### src/csc_pkg.sv
/*
  Constants, field layouts, offsets and types shared by the core special register bank.
  Assumes a single 10 MHz clock and an active high asynchronous reset at the top level.
*/
// Overview of operation
// - Internal code memory: one machine cycle minimum
// - External transfers overlap core, never stall it
// - Figures assume 20 MHz, zero wait states
// - Internal RAM: fetch 6/8, read 0/1, write 0
// - External bus costs per width and multiplexing
// - Indirect RAM, external operands, misaligned jumps in internal code memory lengthen
// - Register read right after write costs extra
// - Branch test after status word write costs extra
// - Core registers except the pointers share the common register path
// - Instruction and segment pointers change by branches only
// - Status, stack, multiply control: software and hardware
// - Software write beats simultaneous hardware update
// - Byte write clears the other byte
// - Unimplemented bits ignore writes, read zero
// - Configuration register: bit set, clear, test
// - Configuration reset from port zero; outer nibbles zero
// - Configuration register field layout
// - Configuration frozen after end of initialization
// - Stack size field selects 32 to 1024 words
// - Segmentation enabled saves segment and instruction pointers
`default_nettype none
package csc_pkg;
  localparam int CLK_HZ = 10_000_000;
  localparam int CORE_REF_MHZ = 20;
  localparam int WAIT_STATES = 0;

  localparam logic [15:0] ADDR_SYS_CONFIG = 16'hff12;
  localparam logic [15:0] ADDR_STATUS_WORD = 16'hff10;
  localparam logic [15:0] ADDR_STACK_PTR = 16'hfe12;
  localparam logic [15:0] ADDR_MUL_DIV_CTRL = 16'hff0e;
  localparam logic [15:0] ADDR_INSTR_PTR = 16'hfe06;
  localparam logic [15:0] ADDR_CODE_SEG = 16'hfe08;

  localparam logic [15:0] MASK_SYS_CONFIG = 16'hefd7;
  localparam logic [15:0] MASK_STATUS_WORD = 16'hffff;
  localparam logic [15:0] MASK_STACK_PTR = 16'hfffe;
  localparam logic [15:0] MASK_MUL_DIV_CTRL = 16'h00ff;
  localparam logic [15:0] MASK_PORT_STRAP = 16'h0ff0;
  localparam logic [15:0] RST_SYS_CONFIG = 16'h0000;
  localparam logic [15:0] RST_STATUS_WORD = 16'h0000;
  localparam logic [15:0] RST_STACK_PTR = 16'hfc00;
  localparam logic [15:0] RST_MUL_DIV_CTRL = 16'h0000;
  localparam logic [7:0] RST_CODE_SEG = 8'h00;
  localparam logic [15:0] RST_INSTR_PTR = 16'h0000;

  localparam int STACK_SIZE_FIELD_MSB = 15;
  localparam int STACK_SIZE_FIELD_LSB = 13;
  localparam int BIT_SEG_DISABLE = 11;
  localparam int BIT_BOOT_ROM = 10;
  localparam int BIT_BYTE_HIGH_DIS = 9;
  localparam int BIT_CLK_OUT_EN = 8;
  localparam int BIT_WRITE_CFG = 7;
  localparam int BIT_CS_CFG = 6;
  localparam int BIT_OSC_WDT_EN = 4;
  localparam int BIT_XPER_EN = 2;
  localparam int BIT_VISIBLE = 1;
  localparam int BIT_SHARE = 0;

  localparam logic [10:0] STACK_MIN_WORDS = 11'd32;
  localparam logic [2:0] STACK_MAX_CODE = 3'h5;
  localparam logic [1:0] STRAP_DELAY = 2'h2;

  localparam logic [5:0] COST_IROM = 6'h01;
  localparam logic [5:0] COST_IRAM_FETCH_W = 6'h06;
  localparam logic [5:0] COST_IRAM_FETCH_D = 6'h08;
  localparam logic [5:0] COST_IRAM_IND_RD = 6'h01;
  localparam logic [5:0] COST_D16 = 6'h02;
  localparam logic [5:0] COST_M16 = 6'h03;
  localparam logic [5:0] COST_D8 = 6'h04;
  localparam logic [5:0] COST_M8 = 6'h06;
  localparam logic [5:0] COST_EXTRA = 6'h01;

  typedef enum logic [2:0] {
    AREA_IROM = 3'h0,
    AREA_IRAM = 3'h1,
    AREA_DEMUX16 = 3'h2,
    AREA_MUX16 = 3'h3,
    AREA_DEMUX8 = 3'h4,
    AREA_MUX8 = 3'h5
  } csc_area_t;

  typedef enum logic [1:0] {
    BITOP_NONE = 2'h0,
    BITOP_SET = 2'h1,
    BITOP_CLEAR = 2'h2,
    BITOP_TEST = 2'h3
  } csc_bitop_t;
endpackage
`default_nettype wire

### src/csc_timing_if.sv
/*
  Carries one instruction's access profile to the state time estimator and its cost back.
  Assumes both ends run on the same clock; the estimator is purely combinational.
*/
`timescale 1ns/100ps
`default_nettype none
interface csc_timing_if;
  logic [2:0] fetch_area;
  logic fetch_dword;
  logic op_rd;
  logic op_wr;
  logic [2:0] op_area;
  logic ind_rd;
  logic misaligned_jmp;
  logic reg_read_after_write;
  logic branch_after_status;
  logic [5:0] units;
  logic ext_overlap;
  modport core (output fetch_area, fetch_dword, op_rd, op_wr, op_area, ind_rd, misaligned_jmp,
    reg_read_after_write, branch_after_status, input units, ext_overlap);
  modport est (input fetch_area, fetch_dword, op_rd, op_wr, op_area, ind_rd, misaligned_jmp,
    reg_read_after_write, branch_after_status, output units, ext_overlap);
endinterface
`default_nettype wire

### src/csc_state_time.sv
/*
  Minimum instruction state time estimator, in the units of the access cost table.
  Assumes the profile is stable for the cycle in which the caller samples the result.
*/
`timescale 1ns/100ps
`default_nettype none
module csc_state_time (
  csc_timing_if.est tif
);
  // Word access cost of an external area; internal areas give zero here
  function automatic logic [5:0] area_cost(input logic [2:0] area);
    case (area)
      csc_pkg::AREA_DEMUX16: area_cost = csc_pkg::COST_D16;
      csc_pkg::AREA_MUX16: area_cost = csc_pkg::COST_M16;
      csc_pkg::AREA_DEMUX8: area_cost = csc_pkg::COST_D8;
      csc_pkg::AREA_MUX8: area_cost = csc_pkg::COST_M8;
      default: area_cost = 6'h00;
    endcase
  endfunction

  wire logic fetch_ext = tif.fetch_area >= csc_pkg::AREA_DEMUX16;
  wire logic op_ext = tif.op_area >= csc_pkg::AREA_DEMUX16;
  wire logic [5:0] ext_fetch_w = area_cost(tif.fetch_area);
  wire logic [5:0] fetch_cost = (tif.fetch_area == csc_pkg::AREA_IRAM) ?
    (tif.fetch_dword ? csc_pkg::COST_IRAM_FETCH_D : csc_pkg::COST_IRAM_FETCH_W) :
    (fetch_ext ? (tif.fetch_dword ? 6'(ext_fetch_w << 1) : ext_fetch_w) :
    csc_pkg::COST_IROM);
  // Internal RAM writes are free; reads cost only when indirect
  wire logic [5:0] rd_cost = !tif.op_rd ? 6'h00 : op_ext ? area_cost(tif.op_area) :
    ((tif.op_area == csc_pkg::AREA_IRAM && tif.ind_rd) ? csc_pkg::COST_IRAM_IND_RD : 6'h00);
  wire logic [5:0] wr_cost = (tif.op_wr && op_ext) ? area_cost(tif.op_area) : 6'h00;
  wire logic [5:0] extra = (tif.misaligned_jmp && tif.fetch_area == csc_pkg::AREA_IROM ? csc_pkg::COST_EXTRA : 6'h00) +
    (tif.reg_read_after_write ? csc_pkg::COST_EXTRA : 6'h00) +
    (tif.branch_after_status ? csc_pkg::COST_EXTRA : 6'h00);
  wire logic [5:0] total = 6'(fetch_cost + rd_cost + wr_cost + extra);

  // No instruction ever finishes under one machine cycle
  assign tif.units = (total < csc_pkg::COST_IROM) ? csc_pkg::COST_IROM : total;
  // External transfers are handed to the bus controller and overlap core work
  assign tif.ext_overlap = fetch_ext || ((tif.op_rd || tif.op_wr) && op_ext);
endmodule // csc_state_time
`default_nettype wire

### src/csc_core_regs.sv
/*
  Core special register bank: configuration, status word, stack pointer, multiply/divide
  control and the hidden instruction and segment pointers, plus the state time estimate.
  Assumes the core drives the special register path on I_CLK; port zero pins are asynchronous.
*/
`timescale 1ns/100ps
`default_nettype none
module csc_core_regs (
  input wire logic I_CLK,
  input wire logic I_SYS_RST,
  input wire logic [15:0] I_SFR_ADDR,
  input wire logic I_SFR_WR,
  input wire logic I_SFR_RD,
  input wire logic I_SFR_BYTE,
  input wire logic [1:0] I_SFR_BIT_OP,
  input wire logic [3:0] I_SFR_BIT_SEL,
  input wire logic [15:0] I_SFR_WDATA,
  input wire logic I_HW_STATUS_WE,
  input wire logic [15:0] I_HW_STATUS,
  input wire logic I_HW_STACK_WE,
  input wire logic [15:0] I_HW_STACK,
  input wire logic I_HW_MDC_WE,
  input wire logic [15:0] I_HW_MDC,
  input wire logic I_BRANCH_WE,
  input wire logic [15:0] I_BRANCH_IP,
  input wire logic [7:0] I_BRANCH_CSP,
  input wire logic I_BRANCH_TEST,
  input wire logic I_END_OF_INIT,
  input wire logic [15:0] I_PORT_ZERO,
  input wire logic I_INSTR_VALID,
  input wire logic [2:0] I_FETCH_AREA,
  input wire logic I_FETCH_DWORD,
  input wire logic I_OP_RD,
  input wire logic I_OP_WR,
  input wire logic [2:0] I_OP_AREA,
  input wire logic I_IND_RD,
  input wire logic I_MISALIGNED_JMP,
  output logic [15:0] O_SFR_RDATA,
  output logic O_SFR_BIT_VAL,
  output logic [15:0] O_SYS_CONFIG,
  output logic [15:0] O_STATUS_WORD,
  output logic [15:0] O_STACK_PTR,
  output logic [15:0] O_MDC,
  output logic [15:0] O_INSTR_PTR,
  output logic [7:0] O_CODE_SEG,
  output logic [10:0] O_STACK_WORDS,
  output logic O_SAVE_SEGMENT,
  output logic O_CONFIG_LOCKED,
  output logic [5:0] O_STATE_UNITS,
  output logic O_EXT_OVERLAP,
  output logic O_STATE_VALID
);
  // Word that results from a software write: byte writes zero the other byte
  function automatic logic [15:0] sw_word(input logic [15:0] wdata, input logic is_byte, input logic hi);
    if (!is_byte) begin
      sw_word = wdata;
    end else if (hi) begin
      sw_word = {wdata[7:0], 8'h00};
    end else begin
      sw_word = {8'h00, wdata[7:0]};
    end
  endfunction

  // Software wins over a hardware update in the same cycle, then unimplemented bits drop
  function automatic logic [15:0] merge(input logic sw_we, input logic [15:0] sw_val, input logic hw_we,
    input logic [15:0] hw_val, input logic [15:0] cur, input logic [15:0] mask);
    merge = (sw_we ? sw_val : (hw_we ? hw_val : cur)) & mask;
  endfunction

  function automatic logic hit(input logic [15:0] addr, input logic [15:0] reg_addr);
    hit = addr[15:1] == reg_addr[15:1];
  endfunction

  logic [15:0] sys_config;
  logic [15:0] status_word;
  logic [15:0] stack_ptr;
  logic [15:0] mdc;
  logic [15:0] instr_ptr;
  logic [7:0] code_seg;
  logic config_locked;
  logic [15:0] port_meta;
  logic [15:0] port_sync;
  logic [1:0] strap_cnt;
  logic strap_done;
  logic [15:0] last_wr_addr;
  logic last_wr_valid;
  logic status_sw_written;

  csc_timing_if tif ();

  csc_state_time u_state_time (
    .tif(tif)
  );

  // All core registers except the instruction and segment pointers decode through the one shared path
  wire logic sel_cfg = hit(I_SFR_ADDR, csc_pkg::ADDR_SYS_CONFIG);
  wire logic sel_psw = hit(I_SFR_ADDR, csc_pkg::ADDR_STATUS_WORD);
  wire logic sel_sp = hit(I_SFR_ADDR, csc_pkg::ADDR_STACK_PTR);
  wire logic sel_mdc = hit(I_SFR_ADDR, csc_pkg::ADDR_MUL_DIV_CTRL);
  wire logic byte_hi = I_SFR_BYTE && I_SFR_ADDR[0];

  wire logic bit_set = I_SFR_BIT_OP == csc_pkg::BITOP_SET;
  wire logic bit_clr = I_SFR_BIT_OP == csc_pkg::BITOP_CLEAR;
  wire logic bit_tst = I_SFR_BIT_OP == csc_pkg::BITOP_TEST;
  wire logic [15:0] bit_mask = 16'h0001 << I_SFR_BIT_SEL;

  // Bit operations are only honoured on the configuration register
  wire logic cfg_bit_we = sel_cfg && (bit_set || bit_clr);
  wire logic [15:0] cfg_bit_val = bit_set ? (sys_config | bit_mask) : (sys_config & ~bit_mask);
  wire logic [15:0] wr_word = sw_word(I_SFR_WDATA, I_SFR_BYTE, byte_hi);

  // Frozen after end of initialization; the instruction itself is not delayed
  wire logic cfg_sw_we = !config_locked && ((I_SFR_WR && sel_cfg) || cfg_bit_we);
  wire logic [15:0] cfg_sw_val = cfg_bit_we ? cfg_bit_val : wr_word;
  wire logic psw_sw_we = I_SFR_WR && sel_psw;
  wire logic sp_sw_we = I_SFR_WR && sel_sp;
  wire logic mdc_sw_we = I_SFR_WR && sel_mdc;

  // Strap levels fill only the middle byte; outer nibbles stay zero
  wire logic strap_load = !strap_done && strap_cnt == csc_pkg::STRAP_DELAY;
  wire logic [15:0] strap_val = (port_sync & csc_pkg::MASK_PORT_STRAP) | csc_pkg::RST_SYS_CONFIG;

  wire logic [15:0] next_sys_config = strap_load ? (strap_val & csc_pkg::MASK_SYS_CONFIG) :
    merge(cfg_sw_we, cfg_sw_val, 1'b0, 16'h0000, sys_config, csc_pkg::MASK_SYS_CONFIG);
  wire logic [15:0] next_status_word = merge(psw_sw_we, wr_word, I_HW_STATUS_WE, I_HW_STATUS, status_word,
    csc_pkg::MASK_STATUS_WORD);
  wire logic [15:0] next_stack_ptr = merge(sp_sw_we, wr_word, I_HW_STACK_WE, I_HW_STACK, stack_ptr,
    csc_pkg::MASK_STACK_PTR);
  wire logic [15:0] next_mdc = merge(mdc_sw_we, wr_word, I_HW_MDC_WE, I_HW_MDC, mdc,
    csc_pkg::MASK_MUL_DIV_CTRL);

  // Pointer addresses fall through to the zero default: no direct access at all
  wire logic [15:0] rd_word = sel_cfg ? sys_config : sel_psw ? status_word : sel_sp ? stack_ptr :
    sel_mdc ? mdc : 16'h0000;
  wire logic [15:0] next_rdata = !I_SFR_BYTE ? rd_word :
    (byte_hi ? {8'h00, rd_word[15:8]} : {8'h00, rd_word[7:0]});
  wire logic next_bit_val = |(sys_config & bit_mask);

  // Branches load a zero segment pointer while segmentation is disabled
  wire logic seg_disabled = sys_config[csc_pkg::BIT_SEG_DISABLE];
  wire logic [7:0] next_code_seg = seg_disabled ? 8'h00 : I_BRANCH_CSP;
  wire logic [2:0] stk_code = sys_config[csc_pkg::STACK_SIZE_FIELD_MSB:csc_pkg::STACK_SIZE_FIELD_LSB];
  wire logic [2:0] stk_shift = (stk_code > csc_pkg::STACK_MAX_CODE) ? csc_pkg::STACK_MAX_CODE : stk_code;
  wire logic [10:0] next_stack_words = csc_pkg::STACK_MIN_WORDS << stk_shift;

  wire logic raw_hit = I_SFR_RD && last_wr_valid && (I_SFR_ADDR[15:1] == last_wr_addr[15:1]);

  assign tif.fetch_area = I_FETCH_AREA;
  assign tif.fetch_dword = I_FETCH_DWORD;
  assign tif.op_rd = I_OP_RD;
  assign tif.op_wr = I_OP_WR;
  assign tif.op_area = I_OP_AREA;
  assign tif.ind_rd = I_IND_RD;
  assign tif.misaligned_jmp = I_MISALIGNED_JMP;
  assign tif.reg_read_after_write = raw_hit;
  assign tif.branch_after_status = I_BRANCH_TEST && status_sw_written;

  // Port zero pins are asynchronous: two stages before anything reads them
  always_ff @(posedge I_CLK or posedge I_SYS_RST) begin
    if (I_SYS_RST) begin
      port_meta <= 16'h0000;
      port_sync <= 16'h0000;
    end else begin
      port_meta <= I_PORT_ZERO;
      port_sync <= port_meta;
    end
  end

  // Straps are caught once the synchroniser has refilled after reset release
  always_ff @(posedge I_CLK or posedge I_SYS_RST) begin
    if (I_SYS_RST) begin
      strap_cnt <= 2'h0;
      strap_done <= 1'b0;
    end else if (!strap_done) begin
      strap_cnt <= 2'(strap_cnt + 2'h1);
      strap_done <= strap_load;
    end
  end

  always_ff @(posedge I_CLK or posedge I_SYS_RST) begin
    if (I_SYS_RST) begin
      sys_config <= csc_pkg::RST_SYS_CONFIG;
      status_word <= csc_pkg::RST_STATUS_WORD;
      stack_ptr <= csc_pkg::RST_STACK_PTR;
      mdc <= csc_pkg::RST_MUL_DIV_CTRL;
    end else begin
      sys_config <= next_sys_config;
      status_word <= next_status_word;
      stack_ptr <= next_stack_ptr;
      mdc <= next_mdc;
    end
  end

  always_ff @(posedge I_CLK or posedge I_SYS_RST) begin
    if (I_SYS_RST) begin
      config_locked <= 1'b0;
    end else if (I_END_OF_INIT) begin
      config_locked <= 1'b1;
    end
  end

  // Only branches move the pointers
  always_ff @(posedge I_CLK or posedge I_SYS_RST) begin
    if (I_SYS_RST) begin
      instr_ptr <= csc_pkg::RST_INSTR_PTR;
      code_seg <= csc_pkg::RST_CODE_SEG;
    end else if (I_BRANCH_WE) begin
      instr_ptr <= I_BRANCH_IP;
      code_seg <= next_code_seg;
    end
  end

  // History for the one-cycle pipeline penalties
  always_ff @(posedge I_CLK or posedge I_SYS_RST) begin
    if (I_SYS_RST) begin
      last_wr_addr <= 16'h0000;
      last_wr_valid <= 1'b0;
      status_sw_written <= 1'b0;
    end else begin
      last_wr_addr <= I_SFR_ADDR;
      last_wr_valid <= I_SFR_WR || cfg_bit_we;
      status_sw_written <= psw_sw_we;
    end
  end

  always_ff @(posedge I_CLK or posedge I_SYS_RST) begin
    if (I_SYS_RST) begin
      O_SFR_RDATA <= 16'h0000;
      O_SFR_BIT_VAL <= 1'b0;
    end else begin
      if (I_SFR_RD) begin
        O_SFR_RDATA <= next_rdata;
      end
      if (sel_cfg && bit_tst) begin
        O_SFR_BIT_VAL <= next_bit_val;
      end
    end
  end

  always_ff @(posedge I_CLK or posedge I_SYS_RST) begin
    if (I_SYS_RST) begin
      O_STACK_WORDS <= csc_pkg::STACK_MIN_WORDS;
      O_SAVE_SEGMENT <= 1'b1;
    end else begin
      O_STACK_WORDS <= next_stack_words;
      O_SAVE_SEGMENT <= !seg_disabled;
    end
  end

  // Estimate is registered so every output comes from a flop
  always_ff @(posedge I_CLK or posedge I_SYS_RST) begin
    if (I_SYS_RST) begin
      O_STATE_UNITS <= 6'h00;
      O_EXT_OVERLAP <= 1'b0;
      O_STATE_VALID <= 1'b0;
    end else begin
      O_STATE_VALID <= I_INSTR_VALID;
      if (I_INSTR_VALID) begin
        O_STATE_UNITS <= tif.units;
        O_EXT_OVERLAP <= tif.ext_overlap;
      end
    end
  end

  assign O_SYS_CONFIG = sys_config;
  assign O_STATUS_WORD = status_word;
  assign O_STACK_PTR = stack_ptr;
  assign O_MDC = mdc;
  assign O_INSTR_PTR = instr_ptr;
  assign O_CODE_SEG = code_seg;
  assign O_CONFIG_LOCKED = config_locked;
endmodule // csc_core_regs
`default_nettype wire

### config.mk
export PLATFORM = sky130hd
export DESIGN_NAME = csc_core_regs
export DESIGN_NICKNAME = d
export VERILOG_FILES = /design/src/csc_pkg.sv /design/src/csc_timing_if.sv /design/src/csc_state_time.sv /design/src/csc_core_regs.sv
export SDC_FILE = /design/constraint.sdc
export NUM_CORES = 1
export LEC_CHECK = 0
export ABC_AREA = 0
export ABC_CLOCK_PERIOD_IN_PS = 5500
export BUFFER_PORTS_ARGS = -buffer_cell sky130_fd_sc_hd__buf_2
export CAP_MARGIN = 20
export CORE_ASPECT_RATIO = 1.5
export CORE_MARGIN = 2
export CORE_UTILIZATION = 50
export DETAILED_ROUTE_END_ITERATION = 8
export GPL_TIMING_DRIVEN = 0
export PLACE_DENSITY = 0.79
export SLEW_MARGIN = 20
export SYNTH_ARGS = -nofsm -noshare
export SYNTH_HDL_FRONTEND = slang
export SYNTH_SLANG_ARGS = --single-unit
### constraint.sdc
create_clock -name I_CLK -period 5.5 [get_ports I_CLK]
set_input_delay 1.375 -clock I_CLK [delete_from_list [all_inputs] [get_ports I_CLK]]
set_output_delay 1.375 -clock I_CLK [all_outputs]
set_load 0.005 [all_outputs]
==> flow_summary.yaml <==
synth:
  yosysUniqueCellTypes: 65
  synth_cells: 730
  ys_seq_area_share_pct: 48.5
  synth-main-ff-cell: "dfrtp_1"
  synthesis.area_sq_mm: 0.00740
  yosysWarnings: 0
  ys_ff_latch: 143
  synth_edf_count: 0
  avgSynthCellArea_sq_um: 10.1
  async_flop_share_pct: 100
clock_tree:
  cts_buffers: 17
  cts_max_path_buffers: 2
  path_clk_slew_ns: 0.06
  postCtsSetupBuffers: 0
  cts-hold-fix-buffers: 0
  cts_htree_levels: 4
  cts_resized: 0
  root_buffer: "clkbuf_16"
  cts_sinks: 143
  cts_tree: "yes"
  clk_latency_ns: 0.43
route:
  vias: 6849
  wire_per_inst_um: 19.5
  ant_nets: 0
  drt_iter0_markers: 565
  dr.pass1.iters: 5
  via_per_inst: 5.65
  drc: 0
  totalWireLength_um: 23700
critical_path:
  startpoint_type: "input port"
  crit_required_ns: 5.83
  crit_chain: "buf_2, nor2_1, nand3b_1, fa_1, inv_1, fa_1, ha_1, fa_1, a21o_1, a21oi_1, xnor2_1, or4b_2, o21ai_0"
  worst-setup-path-type: "in2reg"
  crit_slowest_cell: "or4b_2"
  crit_path_max_fanout: 5
  endpoint_kind: "register"
  reg2reg_depth: 11
  slowest_delay_ns: 0.63
  crit_path_frequent_cell: "fa_1"
  critPathArrivalTime_ns: 4.92
power:
  ir_drop_v: 0.000223
  p_total_mw: 2.81
  p_switching_uw: 729
  power_density_mw_per_mm2: 293
  cellLeakagePower_nw: 4.54
  pwr-share-clk_pct: 44.5
  p_sw_share_pct: 26.0
  pwr-share-seq_pct: 42.0
  internal-power_mw: 2.08
  p_comb_share_pct: 13.5
timing:
  whs_ns: 0.350
  fin_crit_sh_pct: 83.4
  finalSetupViolations: 0
  fin_skew_ns: 0.00830
  max_slew_margin_pct: 32.1
  rsz0062_at_grt: "false"
  fin_setup_tns_ns: 0
  hold_violations: 0
  setup_slack_ns: 0.913
  fmax_mhz: 218
  report.final.slew_viol_count: 0
  min_period_ns: 4.59
  worstMarginPinSlew_ns: 1.01
floorplanning:
  io_pins: 275
  rows: 54
  die_h_um: 153
  initial_core_util_pct: 51.0
  die-area_sq_mm: 0.0158
  coreArea_sq_mm: 0.0145
  die_w_um: 103
layout:
  syn_to_final_growth_pct: 29.3
  layout.nets: 1167
  n_fill_cell: 1244
  fin_util_pct: 65.9
  final_layout_size_suffix_gt1_share_pct: 33.8
  multi_input_area_sq_mm: 0.00342
  register_area_sq_mm: 0.00359
global_route:
  grt_max_degree: 110
  grt_usage_pct: 30.4
  grt_pass1_vias: 6823
  grt_pass1_wl_um: 36000
  grt_overflow: 0
  antenna_found_initial: 1
hold_path:
  holdPathStages: 0
  hold_path_class: "reg2reg"
placed_design:
  hpwl_um: 18100
  portBuffers: 237
  gp_congestion: 1.01
  dpl_worst_slack_ns: 0.493
flow_run:
  drv_cap: 0
outcome:
  outcome: "completed"
-- cell type report --
class / instances / area share, %
sequential: 143 / 37.5
clock buffer: 18 / 4.59
inverter: 33 / 1.37
antenna: 1 / 0.0261
tap: 196 / 2.56
buffer: 59 / 3.42
clock inverter: 14 / 2.13
multi-input combinational: 511 / 35.8
timing repair buffer: 238 / 12.7
-- metal layers --
| metal | track usage, % | vias up | routed length [um] |
|---|---|---|---|
| met5 | 0 | - | 0 |
| met4 | 17.3 | 0 | 1360 |
| met3 | 7.27 | 103 | 1980 |
| met2 | 51.0 | 413 | 11900 |
| met1 | 34.5 | 3217 | 8450 |
| li1 | - | 3116 | - |
-- registers in the layout (all words and copies together), names as in the netlist, 2 cells and up --
name / cells
O_STACK_WORDS: 6
O_STATUS_WORD: 16
last_wr_addr: 15
port_meta: 7
O_SYS_CONFIG: 13
O_SFR_RDATA: 16
port_sync: 7
O_STACK_PTR: 15
O_MDC: 8
O_CODE_SEG: 8
O_STATE_UNITS: 6
strap_cnt: 2
O_INSTR_PTR: 16
-- synthesized netlist by cell type (all sizes together) (3+ instances only) --
library cell | number | share of area (%)
a211oi | 34 | 3.4
a21oi | 94 | 6.4
a221oi | 5 | 0.68
a222oi | 4 | 0.54
a22o | 3 | 0.35
a22oi | 4 | 0.41
and2 | 8 | 0.68
buf | 32 | 3.1
clkbuf | 27 | 1.4
dfrtp | 135 | 46
dfstp | 8 | 2.8
fa | 5 | 1.4
ha | 10 | 1.7
inv | 33 | 1.7
mux2 | 24 | 3.6
mux2i | 35 | 4.7
nand2 | 57 | 2.9
nand2b | 8 | 0.68
nand3 | 5 | 0.34
nand4 | 6 | 0.51
nand4b | 3 | 0.35
nor2 | 33 | 1.9
nor2b | 47 | 4.0
nor3 | 8 | 0.54
nor3b | 8 | 0.81
nor4 | 6 | 0.79
nor4b | 3 | 0.64
o21ai | 26 | 1.8
o22ai | 11 | 0.93
or4b | 3 | 0.41
xnor2 | 16 | 1.9
xor2 | 3 | 0.35
-- power by group through the flow --
stage	clock, mW	sequential [mW]	combinational (mW)
global placement	0	1.19	0.365
CTS	1.26	1.18	0.380
finish	1.25	1.18	0.379
detailed placement	0	1.20	0.377
global route	1.30	1.19	0.419
floorplan	0	1.19	0.192
-- per-stage QoR --
| step | std cells | cell area (sq um) |
|---|---|---|
| floorplan | 746 | 7460 |
| global placement | 1179 | 8900 |
| detailed placement | 1180 | 8930 |
| CTS | 1212 | 9570 |
| global route | 1213 | 9580 |
| finish | 1213 | 9580 |
-- placed cells by master, fill, tap and decap left out, types with 16 or more instances in the layout --
master	instances
buf_4	19
clkbuf_16	17
nor2b_1	47
buf_2	246
inv_1	32
dfrtp_1	135
a211oi_1	34
a21oi_1	94
mux2_2	24
conb_1	17
nor2_1	32
nand2_1	57
o21ai_0	24
mux2i_1	35
xnor2_1	16
clkbuf_1	27
-- worst paths after layout --
check / from / to / slack (ns)
worst min register to register: port_meta[10] / port_sync[10] / 0.35
min in group asynchronous: I_SYS_RST / O_CODE_SEG[6] / 0.91
max in group asynchronous: I_SYS_RST / last_wr_addr[7] / 3.75
worst min-delay path: port_meta[10] / port_sync[10] / 0.35
worst max-delay path: I_FETCH_AREA[2] / O_STATE_UNITS[0] / 0.91
worst max register to register: status_sw_written / O_STATE_UNITS[0] / 2.02
-- critical path: cells and delay by family --
family | cells | cell delay, ns
fa+ha+maj | 4 | 1.67
simple gates | 3 | 1.00
compound gates | 3 | 0.57
buf+inv | 2 | 0.19
xor+xnor | 1 | 0.11
-- cells by family (layout without fill, tap and decap cells) --
logic type	Yosys count	after routing	share of synthesized area, %
compound gates	194	194	15.9
xor+xnor	19	19	2.25
fa+ha+maj	15	15	3.04
buf+inv	92	362	6.10
flops	143	143	48.5
mux	59	59	8.38
other cells	1	18	0.0506
simple gates	207	207	15.8
(Power assumes the default switching activity.)
